**src/rtl/sc_block_pkg.sv**
```systemverilog
package sc_block_pkg;

    ////////////////////////////////////////////////////////////////////////////////
    // Sizes
    localparam int NUM_INSTANCES = 4;
    localparam int APB_ADDR_W = 10;
    localparam int APB_DATA_W = 32;
    localparam int CAP_UNITS = 31;

    ////////////////////////////////////////////////////////////////////////////////
    // Register indices, byte address is four times the index
    localparam logic [7:0] SC_A10_BRANCH_SELECT_CTRL_IDX = 8'h81;
    localparam logic [7:0] SC_A12_BRANCH_SELECT_CTRL_IDX = 8'h89;
    localparam logic [7:0] SC_A21_BRANCH_SELECT_CTRL_IDX = 8'h95;
    localparam logic [7:0] SC_A23_BRANCH_SELECT_CTRL_IDX = 8'h9D;
    localparam logic [7:0] SELECT_IDX [NUM_INSTANCES] = '{
        SC_A10_BRANCH_SELECT_CTRL_IDX, SC_A12_BRANCH_SELECT_CTRL_IDX,
        SC_A21_BRANCH_SELECT_CTRL_IDX, SC_A23_BRANCH_SELECT_CTRL_IDX};
    // Bus and nulling control, one per instance
    localparam logic [7:0] BUS_IDX [NUM_INSTANCES] = '{8'h82, 8'h8A, 8'h96, 8'h9E};
    // Phase steering control, one per instance (only the swap bit lives here)
    localparam logic [7:0] PHASE_IDX [NUM_INSTANCES] = '{8'h80, 8'h88, 8'h94, 8'h9C};
    // Global sample-and-hold bypass
    localparam logic [7:0] HOLD_BYPASS_IDX = 8'h63;

    ////////////////////////////////////////////////////////////////////////////////
    // Field positions and reset values
    localparam int SEL_COMMON_BIT = 7;
    localparam int SEL_LSB = 5;
    localparam int CAP_MSB = 4;
    localparam int DRIVE_BIT = 7;
    localparam int CMP_BIT = 6;
    localparam int NULL_BIT = 5;
    localparam int SWAP_BIT = 6;
    localparam int HOLD_BIT = 6;
    localparam logic [7:0] REG_RESET = 8'h00;

    ////////////////////////////////////////////////////////////////////////////////
    // Column phase timing, counter states of one column period
    localparam int PHASE_CNT_W = 3;
    localparam logic [PHASE_CNT_W-1:0] P1_FIRST = 3'h1;
    localparam logic [PHASE_CNT_W-1:0] P1_LATE = 3'h2;
    localparam logic [PHASE_CNT_W-1:0] P1_LAST = 3'h3;
    localparam logic [PHASE_CNT_W-1:0] P2_FIRST = 3'h5;
    localparam logic [PHASE_CNT_W-1:0] P2_LATE = 3'h6;
    localparam logic [PHASE_CNT_W-1:0] P2_LAST = 3'h7;

    ////////////////////////////////////////////////////////////////////////////////
    // Types
    typedef enum logic [2:0] {
        REG_NONE = 3'b000,
        REG_PHASE = 3'b001,
        REG_SELECT = 3'b010,
        REG_BUS = 3'b011,
        REG_HOLD = 3'b100
    } reg_kind_e;

    typedef struct packed {
        reg_kind_e kind;
        logic [1:0] inst;
    } reg_hit_s;

    typedef struct packed {
        logic phase_one;
        logic phase_two;
        logic common_source;
        logic [1:0] a_source;
        logic [CAP_UNITS-1:0] b_cap_en;
        logic [CAP_UNITS-1:0] c_cap_en;
        logic column_bus_connect;
        logic comparator_drive;
        logic comparator_value;
        logic feedback_short;
        logic branch_to_ground;
        logic branch_to_opamp;
        logic offset_null_state;
    } switch_ctrl_s;

    // Binary size to unit-capacitor enables, lowest units first
    function automatic logic [CAP_UNITS-1:0] cap_units(input logic [CAP_MSB:0] size);
        logic [CAP_UNITS-1:0] mask;
        mask = '0;
        for (int i = 0; i < CAP_UNITS; i++) begin
            mask[i] = (5'(i) < size);
        end
        return mask;
    endfunction

endpackage

```
**src/rtl/sc_block_switch_control.sv**
```systemverilog
`timescale 1ns/100ps
`default_nettype none
module sc_block_switch_control
    import sc_block_pkg::*;
(
    input wire logic mclk,
    input wire logic reset_n,
    input wire logic ce,
    input wire logic psel,
    input wire logic penable,
    input wire logic pwrite,
    input wire logic [APB_ADDR_W-1:0] paddr,
    input wire logic [APB_DATA_W-1:0] pwdata,
    input wire logic [3:0] pstrb,
    output logic [APB_DATA_W-1:0] prdata,
    output logic pready,
    output logic pslverr,
    input wire logic [NUM_INSTANCES-1:0] comparator_result,
    output switch_ctrl_s [NUM_INSTANCES-1:0] sw_ctrl
);

    ////////////////////////////////////////////////////////////////////////////////
    // Reset release through two flops
    logic [1:0] rst_sync;
    logic rst_n;

    always_ff @(posedge mclk or negedge reset_n) begin
        if (!reset_n) begin
            rst_sync <= 2'b00;
        end else begin
            rst_sync <= {rst_sync[0], 1'b1};
        end
    end
    assign rst_n = rst_sync[1];

    ////////////////////////////////////////////////////////////////////////////////
    // Address decode, only aligned words of the map hit
    function automatic reg_hit_s decode_addr(input logic [APB_ADDR_W-1:0] addr);
        reg_hit_s hit;
        hit.kind = REG_NONE;
        hit.inst = 2'b00;
        for (int i = 0; i < NUM_INSTANCES; i++) begin
            if (addr == {SELECT_IDX[i], 2'b00}) begin
                hit.kind = REG_SELECT;
                hit.inst = 2'(i);
            end
            if (addr == {BUS_IDX[i], 2'b00}) begin
                hit.kind = REG_BUS;
                hit.inst = 2'(i);
            end
            if (addr == {PHASE_IDX[i], 2'b00}) begin
                hit.kind = REG_PHASE;
                hit.inst = 2'(i);
            end
        end
        if (addr == {HOLD_BYPASS_IDX, 2'b00}) begin
            hit.kind = REG_HOLD;
        end
        return hit;
    endfunction

    reg_hit_s hit;
    logic wr_access;
    assign hit = decode_addr(paddr);
    // Write lands only on the completing access edge
    assign wr_access = psel && penable && pready && pwrite && pstrb[0];

    ////////////////////////////////////////////////////////////////////////////////
    // Control registers
    logic [7:0] select_reg [NUM_INSTANCES];
    logic [7:0] bus_reg [NUM_INSTANCES];
    logic [NUM_INSTANCES-1:0] phase_swap;
    logic hold_bypass;
    logic [7:0] next_select_reg [NUM_INSTANCES];
    logic [7:0] next_bus_reg [NUM_INSTANCES];
    logic [NUM_INSTANCES-1:0] next_phase_swap;
    logic next_hold_bypass;

    // Software writes; only the pstrb[0] byte lane is used
    always_comb begin
        next_select_reg = select_reg;
        next_bus_reg = bus_reg;
        next_phase_swap = phase_swap;
        next_hold_bypass = hold_bypass;
        if (wr_access) begin
            case (hit.kind)
                REG_SELECT: next_select_reg[hit.inst] = pwdata[7:0];
                REG_BUS: next_bus_reg[hit.inst] = pwdata[7:0];
                REG_PHASE: next_phase_swap[hit.inst] = pwdata[SWAP_BIT];
                REG_HOLD: next_hold_bypass = pwdata[HOLD_BIT];
                default: next_hold_bypass = hold_bypass;
            endcase
        end
    end

    always_ff @(posedge mclk or negedge rst_n) begin
        if (!rst_n) begin
            for (int i = 0; i < NUM_INSTANCES; i++) begin
                select_reg[i] <= REG_RESET;
                bus_reg[i] <= REG_RESET;
            end
            phase_swap <= '0;
            hold_bypass <= 1'b0;
        end else if (ce) begin
            select_reg <= next_select_reg;
            bus_reg <= next_bus_reg;
            phase_swap <= next_phase_swap;
            hold_bypass <= next_hold_bypass;
        end
    end

    ////////////////////////////////////////////////////////////////////////////////
    // APB answer: one access cycle, data prepared in the setup cycle
    logic [APB_DATA_W-1:0] next_prdata;
    logic next_pready;
    logic next_pslverr;

    always_comb begin
        next_pready = psel && !penable;
        next_prdata = prdata;
        next_pslverr = pslverr;
        if (psel && !penable) begin
            next_prdata = '0;
            next_pslverr = (hit.kind == REG_NONE);
            if (!pwrite) begin
                case (hit.kind)
                    REG_SELECT: next_prdata[7:0] = select_reg[hit.inst];
                    REG_BUS: next_prdata[7:0] = bus_reg[hit.inst];
                    REG_PHASE: next_prdata[SWAP_BIT] = phase_swap[hit.inst];
                    REG_HOLD: next_prdata[HOLD_BIT] = hold_bypass;
                    default: next_prdata = '0;
                endcase
            end
        end
    end

    always_ff @(posedge mclk or negedge rst_n) begin
        if (!rst_n) begin
            prdata <= '0;
            pready <= 1'b0;
            pslverr <= 1'b0;
        end else if (ce) begin
            prdata <= next_prdata;
            pready <= next_pready;
            pslverr <= next_pslverr;
        end
    end

    ////////////////////////////////////////////////////////////////////////////////
    // Column period counter; states 0 and 4 are dead bands between phases
    logic [PHASE_CNT_W-1:0] phase_cnt;
    logic [PHASE_CNT_W-1:0] next_phase_cnt;

    always_comb begin
        next_phase_cnt = phase_cnt + 3'h1;
    end

    always_ff @(posedge mclk or negedge rst_n) begin
        if (!rst_n) begin
            phase_cnt <= '0;
        end else if (ce) begin
            phase_cnt <= next_phase_cnt;
        end
    end

    ////////////////////////////////////////////////////////////////////////////////
    // Comparator inputs come from analog, so two flops first
    logic [NUM_INSTANCES-1:0] cmp_meta;
    logic [NUM_INSTANCES-1:0] cmp_sync;

    always_ff @(posedge mclk or negedge rst_n) begin
        if (!rst_n) begin
            cmp_meta <= '0;
            cmp_sync <= '0;
        end else if (ce) begin
            cmp_meta <= comparator_result;
            cmp_sync <= cmp_meta;
        end
    end

    ////////////////////////////////////////////////////////////////////////////////
    // Switch enables per instance
    logic [NUM_INSTANCES-1:0] cmp_hold;
    logic [NUM_INSTANCES-1:0] next_cmp_hold;
    switch_ctrl_s [NUM_INSTANCES-1:0] next_sw;

    always_comb begin
        logic ph1_ext;
        logic ph2_ext;
        logic int_p1;
        logic int_p2;
        logic int_late2;
        logic int_rise1;
        logic nulling;
        ph1_ext = (phase_cnt >= P1_FIRST) && (phase_cnt <= P1_LAST);
        ph2_ext = (phase_cnt >= P2_FIRST) && (phase_cnt <= P2_LAST);
        int_p1 = 1'b0;
        int_p2 = 1'b0;
        int_late2 = 1'b0;
        int_rise1 = 1'b0;
        nulling = 1'b0;
        next_cmp_hold = cmp_hold;
        next_sw = '0;
        for (int i = 0; i < NUM_INSTANCES; i++) begin
            // Swap exchanges which external phase drives the block
            int_p1 = phase_swap[i] ? ph2_ext : ph1_ext;
            int_p2 = phase_swap[i] ? ph1_ext : ph2_ext;
            int_late2 = phase_swap[i] ? (phase_cnt >= P1_LATE && ph1_ext)
                                      : (phase_cnt >= P2_LATE);
            int_rise1 = (phase_cnt == (phase_swap[i] ? P2_FIRST : P1_FIRST));
            nulling = bus_reg[i][NULL_BIT];
            next_sw[i].phase_one = int_p1;
            next_sw[i].phase_two = int_p2;
            // Common source overrides the low select bits, codes 5-7 included
            next_sw[i].common_source = select_reg[i][SEL_COMMON_BIT];
            next_sw[i].a_source = select_reg[i][SEL_COMMON_BIT] ? 2'b00
                                : select_reg[i][SEL_LSB+1:SEL_LSB];
            next_sw[i].b_cap_en = cap_units(select_reg[i][CAP_MSB:0]);
            next_sw[i].c_cap_en = cap_units(bus_reg[i][CAP_MSB:0]);
            // Late-phase gating, off when swapped or bypassed, keeps the bus clear of settling glitches
            if (!bus_reg[i][DRIVE_BIT]) begin
                next_sw[i].column_bus_connect = 1'b0;
            end else if (phase_swap[i]) begin
                next_sw[i].column_bus_connect = 1'b1;
            end else if (hold_bypass) begin
                next_sw[i].column_bus_connect = int_p2;
            end else begin
                next_sw[i].column_bus_connect = int_late2;
            end
            // Latch updates only at internal phase one rise
            if (int_rise1) begin
                next_cmp_hold[i] = cmp_sync[i];
            end
            next_sw[i].comparator_drive = bus_reg[i][CMP_BIT];
            // Data forced low when released so a wired bus idles low
            next_sw[i].comparator_value = next_cmp_hold[i] && bus_reg[i][CMP_BIT];
            next_sw[i].feedback_short = nulling && int_p1;
            next_sw[i].branch_to_ground = nulling && int_p1;
            next_sw[i].branch_to_opamp = nulling ? int_p2 : 1'b1;
            next_sw[i].offset_null_state = nulling;
        end
    end

    always_ff @(posedge mclk or negedge rst_n) begin
        if (!rst_n) begin
            cmp_hold <= '0;
            sw_ctrl <= '0;
        end else if (ce) begin
            cmp_hold <= next_cmp_hold;
            sw_ctrl <= next_sw;
        end
    end

    for (genvar g = 0; g < NUM_INSTANCES; g++) begin : gen_chk

    end
endmodule
`default_nettype wire

```
**config.mk**
```make
export PLATFORM = sky130hd
export DESIGN_NAME = sc_block_switch_control
export DESIGN_NICKNAME = d
export VERILOG_FILES = /design/src/rtl/sc_block_pkg.sv /design/src/rtl/sc_block_switch_control.sv
export SDC_FILE = /design/constraint.sdc
export NUM_CORES = 1
export LEC_CHECK = 0
export BUFFER_PORTS_ARGS = -buffer_cell sky130_fd_sc_hd__buf_2
export CORE_UTILIZATION = 55
export DETAILED_ROUTE_END_ITERATION = 10
export GPL_TIMING_DRIVEN = 0
export HOLD_SLACK_MARGIN = 0.1
export PLACE_DENSITY = 0.81
export SLEW_MARGIN = 20
export SYNTH_ARGS = -nofsm -noshare
export SYNTH_HDL_FRONTEND = slang
export SYNTH_SLANG_ARGS = --single-unit
export TNS_END_PERCENT = 100
```
**constraint.sdc**
```tcl
create_clock -name mclk -period 19.2 [get_ports mclk]
set_clock_uncertainty 0.05 [all_clocks]
set_input_delay 3.84 -clock mclk [delete_from_list [all_inputs] [get_ports mclk]]
set_output_delay 3.84 -clock mclk [all_outputs]
set_load 0.03 [all_outputs]
```
==> reports/results.tsv <==
stage	metric	value	unit
sta	max_freq	0.163	GHz
synth	synth_top_family_by_area	compound AO/OA/AOI/OAI gates	
clock_tree	post_cts_buffers	0	
placed_design	port_buffers	332	
routing	dr.pass1.iters	5	
die	ioPinCount	386	
pwr	power_density	93.2	mW/mm²
worst_setup_path	cp_data_required_time	19590	ps
flow_run	max_cap_viol_count	0	
routing	via_per_inst	6.13	
grt	grt_max_degree	61	
routing	routed.top_layer	met5	
worst_setup_path	cp-start-kind	input port	
routing	routed_wl	59400	µm
sta	fin_tns_setup	0	ps
sta	tightest_slew	1240	ps
clock_tree	cts_max_level	2	
synth	synth-xor-area-share	0.00313	
synth	synth_flop_cell	dfrtp_1	
placed_design	gp_congestion	0.925	
worst_setup_path	worstSetupPathType	in2reg	
final_layout	drive_gt1_frac	0.259	
synth	synth_area	0.0168	mm²
sta	slew_violations	0	
synth	yosysMostFrequentCell	dfrtp_1	
die	fp.dieW	177	µm
grt	track_usage	0.381	
clock_tree	path_clk_slew	60	ps
synth	yosysSeqAreaShare	0.578	
sta	period_needed	6130	ps
final_layout	diodes	0	
final_layout	largest_reg_flops	292	
die	die_h	177	µm
worst_setup_path	endpoint_kind	flop	
sta	hold_viol_final	0	
die	initial_core_util	0.562	
final_layout	fin_area	0.0205	mm²
routing	met2_length	26500	µm
synth	synth-edff-count	0	
routing	wl_per_cell	24.0	µm
final_layout	final_core_util	0.686	
die	dieArea	0.0312	mm²
sta	setup-violations-final	0	
clock_tree	insertion_delay	540	ps
synth	yosys.area_share.simple	0.0981	
sta	finalCritPeriodShare	0.319	
placed_design	hpwl	41700	µm
grt	grt_pass1_vias	14800	
synth	synth_area_per_cell	10.2	µm²
synth	synthMuxAreaShare	0.0759	
synth	synth-seq-cells	388	
synth	ys_top_cells_by_count	dfrtp_1, nor2_1, inv_1	
worst_setup_path	worstPathMaxFanout	10	
clock_tree	postCtsHoldBufs	0	
synth	yosysTopAreaCell	dfrtp_1	
grt	grt_pass1_wl	87800	µm
routing	drc_errors	0	
pwr	power.total	1.91	mW
synth	synth-compound-area-share	0.163	
clock_tree	post_cts_resized	0	
clock_tree	cts_buffers	40	
synth	synth_top_area_share	0.578	
grt	grt_remaining_overflow	0	
sta	slew_headroom	0.177	
worst_setup_path	ff2ff_setup_slack	16690	ps
clock_tree	cts.sinks	388	
synth	synth.area.top_cells	dfrtp_1, mux2_2, a21oi_1	
die	std_cell_rows	63	
synth	syn_inst	1650	
clock_tree	root_buffer	clkbuf_16	
worst_setup_path	arrival	6520	ps
clock_tree	clockBufferDepth	3	
die	design.core.area	0.0299	mm²
placed_design	dpl_cell_area	0.0192	mm²
grt	antenna_found_initial	1	
synth	yosysWarnings	0	
routing	route.met3.wl	6930	µm
sta	rsz0062_at_grt	false	
pwr	power.leakage	9.91	nW
synth	async_flop_share	1.00	
routing	drt_first_iter_violations	2005	
status	status	finished, final reports clean	
final_layout	layout.nets	2116	
pwr	ir_drop	68.1	µV
synth	yosysUniqueCellTypes	65	
sta	hold_ws	214	ps
final_layout	syn2layout_area_growth	22.1	%
worst_hold_path	hold_class	reg2async	
clock_tree	cts_tree	built	
routing	wl_met1	22400	µm
routing	vias	15200	
routing	ant_nets	0	
synth	synthAdderAreaFrac	0.00372	
-- final cells by class --
cell class,count,area [µm²]
Clock inverter,10,90.1
Tap cell,390,488
Fill cell,2268,9370
Clock buffer,61,1190
Inverter,157,589
Timing Repair Buffer,340,1840
Buffer,159,717
Multi-Input combinational cell,969,5870
Sequential cell,388,9710
-- through the flow --
| stage | cells | setup WS [ps] |
|---|---|---|
| 3_5_place_dp | 2403 | 12660 |
| 6_report | 2474 | 13070 |
| 2_1_floorplan | 1673 | 7540 |
| 3_3_place_gp | 2395 | 3650 |
| 5_1_grt | 2474 | 13070 |
| 4_1_cts | 2474 | 13230 |
-- layout by cell type, fill, tap and decap left out, types with 42 or more instances in the layout --
cell type    n
buf_2      338
clkbuf_16   42
a31oi_1     42
a21oi_1    146
nand2_1     79
clkbuf_1   131
inv_1      156
o22ai_1     47
mux2_2      91
nor2_1     182
dfrtp_1    387
o21ai_0    104
-- worst max-delay path, stage by stage --
cell and delay, ps:
buf_2 150, clkbuf_1 230, inv_1 400, clkbuf_1 720
clkbuf_1 930, nand2_1 120, o21ai_0 120
-- cells by family after synthesis --
| family | count (synthesis) |
|---|---|
| AO/OA/AOI/OAI | 449 |
| XOR/XNOR | 6 |
| adder cells (fa/ha/maj) | 5 |
| buffers and inverters | 316 |
| flip-flops | 388 |
| multiplexers | 115 |
| other | 2 |
| AND/OR/NAND/NOR | 369 |
-- where the power goes --
group	internal [mW]	leakage [nW]	switching (mW)
logic	0.0720	4.12	0.194
registers	0.854	5.15	0.0266
clock network	0.442	0.635	0.322
total	1.37	9.91	0.543
-- layer usage --
layer / vias to the layer above / GRT usage
met3: 216 / 0.101
met2: 1045 / 0.577
met1: 7442 / 0.500
met4: 2 / 0.209
met5: - / 0
li1: 6470 / -
-- final timing paths --
check / to / from / depth (start not counted)
max reg2reg: sw_ctrl[80] / phase_cnt[1] / 6
min reg2reg: sw_ctrl[249] / rst_sync[1] / 0
min: sw_ctrl[249] / rst_sync[1] / 0
max in group asynchronous: rst_sync[1] / reset_n / 1
max: sw_ctrl[258] / ce / 7
min in group mclk: rst_sync[1] / rst_sync[0] / 0
No activity file was read; power rests on OpenSTA's default activity.
